## config.mk

```make
export PLATFORM = sky130hd
export DESIGN_NAME = accumulator_add_and_logic_ops
export DESIGN_NICKNAME = d
export VERILOG_FILES = /design/src/hw/alu_pkg.sv /design/src/hw/adder_core.sv /design/src/hw/accumulator_add_and_logic_ops.sv
export SDC_FILE = /design/constraint.sdc
export NUM_CORES = 1
export LEC_CHECK = 0
export ABC_CLOCK_PERIOD_IN_PS = 6200
export BUFFER_PORTS_ARGS = -buffer_cell sky130_fd_sc_hd__buf_2
export CAP_MARGIN = 0
export CELL_PAD_IN_SITES_DETAIL_PLACEMENT = 0
export CELL_PAD_IN_SITES_GLOBAL_PLACEMENT = 1
export CORE_MARGIN = 2
export CORE_UTILIZATION = 40
export DETAILED_ROUTE_END_ITERATION = 8
export PLACE_DENSITY = 0.89
export REMOVE_ABC_BUFFERS = 1
export SYNTH_ARGS = -nofsm -noshare
export SYNTH_HDL_FRONTEND = slang
export SYNTH_SLANG_ARGS = --single-unit
```

## constraint.sdc

```tcl
create_clock -name clk_i -period 6.2 [get_ports clk_i]
set_input_delay 1.24 -clock clk_i [delete_from_list [all_inputs] [get_ports clk_i]]
set_output_delay 1.24 -clock clk_i [all_outputs]
set_load 0.01 [all_outputs]
```

## src/hw/alu_pkg.sv

```systemverilog
package alu_pkg;

  // ***************************************************************
  // widths and reset values
  // ***************************************************************
  localparam int unsigned DATA_WIDTH      = 8;
  localparam logic [7:0]  WORK_RESET      = 8'h00;
  localparam logic [7:0]  WRITE_RESET     = 8'h00;
  localparam logic        FLAG_RESET      = 1'h0;
  localparam logic        WE_RESET        = 1'h0;
  localparam int unsigned NIBBLE_TOP      = 3;
  localparam int unsigned SIGN_BIT        = 7;

  // ***************************************************************
  // operation select
  // ***************************************************************
  typedef enum logic [3:0] {
    OP_SUM_CARRY_TO_WORK = 4'h0,
    OP_SUM_CARRY_TO_MEM  = 4'h1,
    OP_SUM_TO_WORK_MEM   = 4'h2,
    OP_SUM_TO_WORK_IMM   = 4'h3,
    OP_SUM_TO_MEM        = 4'h4,
    OP_AND_TO_WORK_MEM   = 4'h5,
    OP_AND_TO_WORK_IMM   = 4'h6,
    OP_AND_TO_MEM        = 4'h7
  } op_type;

endpackage : alu_pkg

```

## src/hw/adder_core.sv

```systemverilog
`timescale 1ns/100ps
module adder_core
  import alu_pkg::*;
(
  input  wire logic [7:0] a_i,
  input  wire logic [7:0] b_i,
  input  wire logic       carry_i,
  output logic      [7:0] sum_o,
  output logic            carry_o,
  output logic            half_o,
  output logic            excess_o
);

  logic [4:0] low;
  logic [4:0] high;

  always_comb begin
    low      = {1'h0, a_i[3:0]} + {1'h0, b_i[3:0]} + {4'h0, carry_i};
    high     = {1'h0, a_i[7:4]} + {1'h0, b_i[7:4]} + {4'h0, low[4]};
    sum_o    = {high[3:0], low[3:0]};
    half_o   = low[4]; // RULE_10
    carry_o  = high[4]; // RULE_10
    // signed overflow: like-signed operands give an opposite-signed sum
    excess_o = (a_i[SIGN_BIT] == b_i[SIGN_BIT]) && (sum_o[SIGN_BIT] != a_i[SIGN_BIT]); // RULE_10
  end

endmodule : adder_core

```

## src/hw/accumulator_add_and_logic_ops.sv

```systemverilog
`timescale 1ns/100ps
// Overview of operation
// RULE_01 - add-with-carry puts memory byte plus working register plus carry into working register
// RULE_02 - add-with-carry to memory writes sum back, working register kept
// RULE_03 - plain add of memory byte into working register, no carry-in
// RULE_04 - immediate add into working register
// RULE_05 - plain add of working register into memory byte, written back
// RULE_06 - every add updates excess, null, nibble, carry and signed flags
// RULE_07 - and of memory into working register, only null flag changes
// RULE_08 - and of immediate into working register, only null flag changes
// RULE_09 - and into memory byte written back, only null flag changes
// RULE_10 - 8-bit data; zero, carry out bit 7, carry out bit 3, overflow
module accumulator_add_and_logic_ops
  import alu_pkg::*;
(
  input  wire logic       clk_i,
  input  wire logic       reset_n_i,
  input  wire logic       exec_i,
  input  wire op_type     op_i,
  input  wire logic [7:0] mem_data_i,
  input  wire logic [7:0] imm_data_i,
  output logic      [7:0] working_register_o,
  output logic      [7:0] mem_wdata_o,
  output logic            mem_we_o,
  output logic            twos_complement_excess_flag_o,
  output logic            result_null_flag_o,
  output logic            nibble_wrap_flag_o,
  output logic            wrap_out_flag_o,
  output logic            signed_result_flag_o
);

  // ***************************************************************
  // state
  // ***************************************************************
  // every output is a field here, so each port leaves a flop directly
  typedef struct packed {
    logic [7:0] work;
    logic [7:0] wdata;
    logic       we;
    logic       excess;
    logic       null_f;
    logic       nibble;
    logic       wrap;
    logic       sign;
  } state_type;

  state_type cur;
  state_type next_cur;

  logic      [7:0] add_b;
  logic            add_cin;
  logic      [7:0] sum;
  logic            sum_carry;
  logic            sum_half;
  logic            sum_excess;
  wire logic [7:0] conj;
  logic            sum_null;
  logic            conj_null;
  logic            sum_sign;

  // reset image kept in one place, every field from a package constant
  localparam state_type RESET_STATE = '{
    work   : WORK_RESET,
    wdata  : WRITE_RESET,
    we     : WE_RESET,
    excess : FLAG_RESET,
    null_f : FLAG_RESET,
    nibble : FLAG_RESET,
    wrap   : FLAG_RESET,
    sign   : FLAG_RESET
  };

  // ***************************************************************
  // operation decode
  // ***************************************************************
  function automatic logic is_add(input op_type op);
    is_add = (op == OP_SUM_CARRY_TO_WORK) || (op == OP_SUM_CARRY_TO_MEM) || (op == OP_SUM_TO_WORK_MEM)
          || (op == OP_SUM_TO_WORK_IMM) || (op == OP_SUM_TO_MEM);
  endfunction : is_add

  // only the two with-carry forms see the stored carry
  function automatic logic takes_carry(input op_type op);
    takes_carry = (op == OP_SUM_CARRY_TO_WORK) || (op == OP_SUM_CARRY_TO_MEM);
  endfunction : takes_carry

  function automatic logic takes_imm(input op_type op);
    takes_imm = (op == OP_SUM_TO_WORK_IMM) || (op == OP_AND_TO_WORK_IMM);
  endfunction : takes_imm

  function automatic logic is_conj(input op_type op);
    is_conj = (op == OP_AND_TO_WORK_MEM) || (op == OP_AND_TO_WORK_IMM) || (op == OP_AND_TO_MEM);
  endfunction : is_conj

  // memory forms raise the write strobe for exactly one cycle
  function automatic logic writes_mem(input op_type op);
    writes_mem = (op == OP_SUM_CARRY_TO_MEM) || (op == OP_SUM_TO_MEM) || (op == OP_AND_TO_MEM);
  endfunction : writes_mem

  function automatic logic is_null_value(input logic [7:0] value);
    is_null_value = (value == 8'h00);
  endfunction : is_null_value

  // ***************************************************************
  // operand select
  // ***************************************************************
  always_comb begin
    add_b   = takes_imm(op_i) ? imm_data_i : mem_data_i; // RULE_04 RULE_08
    // carry-in taken from the flag as it stood before this instruction
    add_cin = takes_carry(op_i) ? cur.wrap : 1'h0; // RULE_01 RULE_03
  end

  // ***************************************************************
  // logic unit
  // ***************************************************************
  // one gate per bit; the logic forms share the adder's operand select
  for (genvar bit_idx = 0; bit_idx < DATA_WIDTH; bit_idx++) begin : g_conj
    assign conj[bit_idx] = cur.work[bit_idx] & add_b[bit_idx]; // RULE_07 RULE_08 RULE_09
  end

  // ***************************************************************
  // adder
  // ***************************************************************
  // a nibble split gives the half carry without a second adder
  adder_core u_adder (
    .a_i      (cur.work),
    .b_i      (add_b),
    .carry_i  (add_cin),
    .sum_o    (sum),
    .carry_o  (sum_carry),
    .half_o   (sum_half),
    .excess_o (sum_excess)
  );

  // ***************************************************************
  // flag unit
  // ***************************************************************
  always_comb begin
    sum_null  = is_null_value(sum); // RULE_10
    conj_null = is_null_value(conj); // RULE_10
    // true sign: an overflow flips bit 7, so bit 7 alone would mislead
    sum_sign  = sum[SIGN_BIT] ^ sum_excess; // RULE_06
  end

  // ***************************************************************
  // next state
  // ***************************************************************
  always_comb begin
    next_cur    = cur;
    // the write strobe is a one-cycle pulse, so it falls by default
    next_cur.we = 1'h0;
    // without exec every input but reset is ignored
    if (exec_i) begin
      if (is_add(op_i)) begin
        next_cur.excess = sum_excess; // RULE_06
        next_cur.null_f = sum_null; // RULE_06
        next_cur.nibble = sum_half; // RULE_06
        next_cur.wrap   = sum_carry; // RULE_06
        next_cur.sign   = sum_sign; // RULE_06
      end
      if (is_conj(op_i)) begin
        // logic forms leave carry, nibble, excess and sign alone
        next_cur.null_f = conj_null; // RULE_07 RULE_08 RULE_09
      end
      next_cur.we = writes_mem(op_i); // RULE_02 RULE_05 RULE_09
      unique case (op_i)
        OP_SUM_CARRY_TO_WORK: begin
          next_cur.work = sum; // RULE_01
        end
        OP_SUM_CARRY_TO_MEM: begin
          next_cur.wdata = sum; // RULE_02
        end
        OP_SUM_TO_WORK_MEM: begin
          next_cur.work = sum; // RULE_03
        end
        OP_SUM_TO_WORK_IMM: begin
          next_cur.work = sum; // RULE_04
        end
        OP_SUM_TO_MEM: begin
          next_cur.wdata = sum; // RULE_05
        end
        OP_AND_TO_WORK_MEM: begin
          next_cur.work = conj; // RULE_07
        end
        OP_AND_TO_WORK_IMM: begin
          next_cur.work = conj; // RULE_08
        end
        OP_AND_TO_MEM: begin
          next_cur.wdata = conj; // RULE_09
        end
        default: begin
          // unused operation codes leave all state alone except the write strobe, which falls
          next_cur.we = 1'h0;
        end
      endcase
    end
  end

  // ***************************************************************
  // state register
  // ***************************************************************
  always_ff @(posedge clk_i) begin
    if (!reset_n_i) begin
      cur <= RESET_STATE;
    end else begin
      cur <= next_cur;
    end
  end

  // ***************************************************************
  // outputs
  // ***************************************************************
  // plain wires off the state register, no logic after the flops
  always_comb begin
    working_register_o            = cur.work;
    mem_wdata_o                   = cur.wdata;
    mem_we_o                      = cur.we;
    twos_complement_excess_flag_o = cur.excess;
    result_null_flag_o            = cur.null_f;
    nibble_wrap_flag_o            = cur.nibble;
    wrap_out_flag_o               = cur.wrap;
    signed_result_flag_o          = cur.sign;
  end

endmodule : accumulator_add_and_logic_ops

```

**After elaboration in Yosys (flattened, before gate mapping)**

Index checks and enable logic that the tools add are counted.

- Output and inout bits: 22
- Register bits: 22
- Logic and storage cells: 61

- Reductions and logical operators: 25
- Bitwise operators: 9
- Muxes and demuxes: 6
- Equal/unequal tests: 9
- $add $sub $neg: 4

Operators with widths:

| kind | count |
|---|---|
| one-hot mux 8 bit (2 select lines) | 2 |
| equality test 4 x 3 -> 1 bit, second input constant | 4 |
| logical NOT 8 bit | 2 |
| adder 4 x 4 -> 5 bit | 2 |
| adder 5 x 1 -> 5 bit | 2 |
| logical OR 1 bit | 9 |
| bitwise AND 1 bit | 8 |
| equality test 4 x 2 -> 1 bit, second input constant | 2 |
| 2-to-1 mux 8 bit | 1 |
| AND reduction 2 bit | 4 |
| OR reduction 8 bit | 1 |
| nonzero test 2 bit | 3 |
| equality test 4 x 1 -> 1 bit, second input constant | 1 |
| logical NOT 4 bit | 1 |
| 2-to-1 mux 4 bit | 1 |
| OR reduction 2 bit | 2 |
| AND reduction 3 bit | 1 |
| OR reduction 3 bit | 1 |
| 2-to-1 mux 1 bit | 2 |
| equality test 1 bit | 1 |
| logical AND 1 bit | 1 |
| inequality test 1 bit | 1 |
| bitwise XOR 1 bit | 1 |

**Depth between registers and ports, before layout**

- Depth in word-level cells: 11
- Depth in mapped cells: 16

**Hierarchy**

Synthesis repeated with hierarchy kept, for this count alone.

- Cell total of the unflattened synthesis: 201
- Area, all modules: 1546.5 µm²

By module, submodules not included:

| module | cells an instance | area an instance (µm²) | instances |
|---|---|---|---|
| accumulator_add_and_logic_ops | 162 | 1228.7 | 1 |
| adder_core | 39 | 317.8 | 1 |

**Least setup slack after synthesis**

Ideal clock, no wire load.

- Path kind: input to register
- Start point: input op_i[2]
- End point: register cur (netlist bit working_register_o[6])
- Data arrival time: 4.520 ns
- Data required time: 6.109 ns
- Slack: 1.589 ns
- Library setup time: 0.091 ns
- Path buffers: 1
- Stages: 15
- Cell sequence: buf_2 xnor2_1 nor3b_4 mux2_2 inv_1 fa_1 fa_1 inv_1 a21o_1 a21oi_1 fa_1 fa_1 xnor2_1 nand2_1 a311oi_1

- Longest elaborated chain between the ends: 7
- Elaborated cells on any way between the ends: 20
- Those cells by class: add/sub: 4; eq/ne: 5; mux: 3; bitwise: 1; reduce/logical: 7

RTL lines:

| item | RTL line | source |
|---|---|---|
| start, declared | accumulator_add_and_logic_ops.sv:19 | `input wire op_type op_i,` |
| equality test 4 x 2 -> 1 bit / equality test 4 x 3 -> 1 bit (equally long branches) | accumulator_add_and_logic_ops.sv:87, accumulator_add_and_logic_ops.sv:165 |  |
| logical OR 1 bit | accumulator_add_and_logic_ops.sv:87 | `takes_imm = (op == OP_SUM_TO_WORK_IMM) \|\| (op == OP_AND_TO_WORK_IMM);` |
| 2-to-1 mux 8 bit | accumulator_add_and_logic_ops.sv:107 | `add_b = takes_imm(op_i) ? imm_data_i : mem_data_i;` |
| adder 4 x 4 -> 5 bit | adder_core.sv:18 | `low = {1'h0, a_i[3:0]} + {1'h0, b_i[3:0]} + {4'h0, carry_i};` |
| adder 5 x 1 -> 5 bit | adder_core.sv:18 |  |
| adder 5 x 1 -> 5 bit | adder_core.sv:19 | `high = {1'h0, a_i[7:4]} + {1'h0, b_i[7:4]} + {4'h0, low[4]};` |
| one-hot mux 8 bit (2 select lines) | accumulator_add_and_logic_ops.sv:165 | `unique case (op_i)` |
| end signal, assigned | accumulator_add_and_logic_ops.sv:205 | `cur <= next_cur;` |
| end, declared | accumulator_add_and_logic_ops.sv:47 | `state_type cur;` |

Several ways; a longest one is shown, not always the timed one.
A chain may end at the register's enable or synchronous reset.

**Worst setup path after layout**

- Start point: input op_i[2]
- End point: register cur (netlist bit mem_wdata_o[6])

- Longest elaborated chain between the ends: 7
- Elaborated cells on any way between the ends: 19
- Those cells by class: add/sub: 4; eq/ne: 5; mux: 3; bitwise: 1; reduce/logical: 6

RTL lines:

| item | RTL line |
|---|---|
| equality test 4 x 2 -> 1 bit / equality test 4 x 3 -> 1 bit (equally long branches) | accumulator_add_and_logic_ops.sv:87 |
| logical OR 1 bit | accumulator_add_and_logic_ops.sv:87 |
| 2-to-1 mux 8 bit | accumulator_add_and_logic_ops.sv:107 |
| adder 4 x 4 -> 5 bit | adder_core.sv:18 |
| adder 5 x 1 -> 5 bit | adder_core.sv:18 |
| adder 5 x 1 -> 5 bit | adder_core.sv:19 |
| one-hot mux 8 bit (2 select lines) | accumulator_add_and_logic_ops.sv:165 |

Several ways; a longest one is shown, not always the timed one.

==> out/qor.yml <==
hold_class: "register to register"
path_cells: "buf_2 > xnor2_1 > nor3b_4 > mux2_2 > inv_1 > fa_1 > fa_1 > inv_1 > a21o_1 > a21oi_1 > fa_1 > fa_1 > xnor2_1 > mux2i_1 > a211oi_1"
cts_buffers: 3
routed_wl_um: 4110
synthesis.area_um2: 1540
grt_max_degree: 17
syn_to_final_growth_pct: 19.8
clock_skew_ns: 0.00290
cts_resized: 0
slowest_delay_ns: 0.48
placedInstanceArea_um2: 1780
cts_tree: "yes"
relSlewSlack_pct: 55.6
postSynthCellCount: 180
crit_top_cell: "fa_1"
cts.htree.levels: 1
slew_viol_final: 0
status: "finished clean"
fin_area_um2: 1850
holdBufCountCts: 0
ant_nets: 0
finalWorstSetupSlack_ns: 1.45
grt_pass1_vias: 1349
clockBufferDepth: 2
drtPass1Iterations: 4
setup_viol: 0
clock_sinks: 22
post_cts_buffers: 0
cts-root-buf: "clkbuf_8"
worst_pin_slew_ns: 0.663
worstPathRequired_ns: 6.40
track_usage_pct: 19.5
die_height_um: 66.1
ios: 45
cp_slowest_cell: "nor3b_4"
fin_hold_ws_ns: 0.476
min_path_cells: 2
start_util_pct: 41.8
fillers: 372
dp_hpwl_um: 3100
startpoint_type: "input pin"
dp.cells: 263
cp_max_fo: 9
peakVddDrop_mv: 0.106
via_count: 1462
period_needed_ns: 4.75
synth.distinct_cells: 41
yosysSeqAreaShare_pct: 28.5
dp_slack_ns: 1.13
regToRegStartpoint: "wrap_out_flag_o"
grt-ovfl-total: 0
yosysWarnings: 0
critPathBufInv: 3
io_buffers: 44
max_freq_mhz: 211
grt_pass1_wl_um: 6420
viasPerCell: 5.48
drive_above_1_share_pct: 28.3
fin_crit_sh_pct: 76.6
crit_path_end_kind: "register"
diodes: 0
cp.arrival_ns: 4.94
hold_viol: 0
path_delay_family: "adder cells"
fin_cells: 267
cts.clk_slew.worst_paths_ns: 0.09
rows: 22
r2r_cells: 11
antenna_found_initial: 0
nets: 255
dieArea_um2: 4370
place_congestion: 0.909
path_class: "input pin to register"
timing.rr.end: "mem_wdata_o[6]"
drc: 0
die_x_um: 66.1
holdPathEnd: "mem_wdata_o[0]"
synth_area_per_cell_um2: 8.57
total_leakage_power_nw: 0.822
clkLatencyLatePin_ns: 0.27
rsz0062_at_grt: "no"
max-cap-violations: 0
hold_start: "mem_wdata_o[0]"
drt_iter0_drc: 96
setup_tns_ns: 0
rrSetupSlack_ns: 2.54
core_um2: 3690
wl_per_cell_um: 15.4
powerDensity_nw_per_um2: 222
synth-seq-cells: 22
[power breakdown]
| group | switching, mW | internal, mW | total [mW] |
|---|---|---|---|
| logic | 0.0668 | 0.0486 | 0.115 |
| clock network | 0.0533 | 0.0865 | 0.140 |
| registers | 0.00577 | 0.149 | 0.155 |
[how the worst max path moves through the flow]
stage	slack (ns)	endpoint	depth (start not counted)	start
floorplan	1.77	working_register_o[6]	14	op_i[0]
global placement	1.29	working_register_o[6]	15	op_i[2]
detailed placement	1.13	working_register_o[6]	15	op_i[2]
CTS	1.42	mem_wdata_o[6]	15	op_i[2]
global route	1.19	working_register_o[6]	15	op_i[2]
finish	1.45	mem_wdata_o[6]	15	op_i[2]
[per-layer routing]
| metal | vias up | wire, µm | GRT usage, % |
|---|---|---|---|
| met3 | 5 | 277 | 2.39 |
| li1 | 739 | - | - |
| met4 | 0 | 55 | 7.65 |
| met5 | - | 0 | 0 |
| met1 | 658 | 1950 | 26.5 |
| met2 | 60 | 1830 | 31.1 |
[sequential cells by signal (all words and copies together), names as in the netlist]
signal	flops
mem_wdata_o	8
mem_we_o	1
nibble_wrap_flag_o	1
result_null_flag_o	1
signed_result_flag_o	1
twos_complement_excess_flag_o	1
working_register_o	8
wrap_out_flag_o	1
[worst reg2reg max path, delay by kind of cell, from the launching register on]
kind | cells | cell delay (ns)
adders and majority gates | 4 | 1.67
and+or+nand+nor | 1 | 0.62
AOI/OAI and AO/OA | 3 | 0.43
DFF | 1 | 0.40
xor gates and xnor gates | 1 | 0.25
muxes | 1 | 0.13
buffers and inverters | 1 | 0.07
[synthesized netlist by cell type (all sizes together)]
library cell  count  share of area (%)
a211oi            8                4.7
a21o              4                1.9
a21oi            14                4.5
a22o              1               0.57
a311oi            2                1.1
a31oi             5                2.0
a32oi             1               0.57
and2              1               0.41
and3b             2                1.1
buf               4                1.7
clkbuf            5                1.3
dfxtp            22                 29
fa                4                5.2
ha                8                6.5
inv              12                2.9
mux2              8                5.8
mux2i             2                1.3
nand2            10                2.4
nand2b            4                1.6
nand3             3               0.97
nand4             1               0.41
nand4b            1               0.57
nand4bb           1               0.73
nor2             11                2.7
nor2b             2               0.81
nor3              2               0.65
nor3b             2                2.0
nor4              2               0.81
o2111ai           4                2.3
o211ai            2               0.97
o21ai            23                7.5
or2               1               0.41
or3               2               0.81
or4b              2                1.3
xnor2             4                2.8
[cell usage in the layout, fill, tap and decap left out, types with 2 or more instances in the layout]
cell type	count
a31oi_1	5
o21ai_1	3
nand2_1	10
nand2b_1	4
nor3_1	2
buf_2	44
mux2i_1	2
or4b_2	2
fa_1	4
nor2b_1	2
and3b_1	2
clkbuf_8	3
o2111ai_1	4
xnor2_1	3
o211ai_1	2
inv_1	12
mux2_2	8
a311oi_1	2
nor2_1	11
a21oi_1	14
dfxtp_1	22
a21o_1	4
nand3_1	3
a211oi_1	7
nor4_1	2
ha_1	8
o21ai_0	20
or3_1	2
[through the flow]
| step | util (%) | total power [mW] |
|---|---|---|
| after floorplan | - | 0.234 |
| after global placement | 48.2 | 0.273 |
| after detailed placement | 48.2 | 0.273 |
| after CTS | 50.1 | 0.411 |
| after global routing | 50.1 | 0.431 |
| final | 50.1 | 0.410 |
[area by class of cell]
type | instances | area, µm² | area share [%]
Clock buffer | 3 | 41.3 | 2.23
Clock inverter | 1 | 30.0 | 1.62
Inverter | 12 | 45.0 | 2.44
Multi-Input combinational cell | 137 | 1010 | 54.7
Sequential cell | 22 | 440 | 23.8
Tap cell | 48 | 60.1 | 3.25
Timing Repair Buffer | 44 | 220 | 11.9
[cells by family after synthesis]
group	count (synthesis)	share of synthesized area [%]
muxes	10	7.14
AOI/OAI and AO/OA	64	26.2
xor gates and xnor gates	4	2.76
buffers and inverters	21	5.92
DFF	22	28.5
and+or+nand+nor	47	17.8
adders and majority gates	12	11.7
Power figures use the tool's default switching activity.
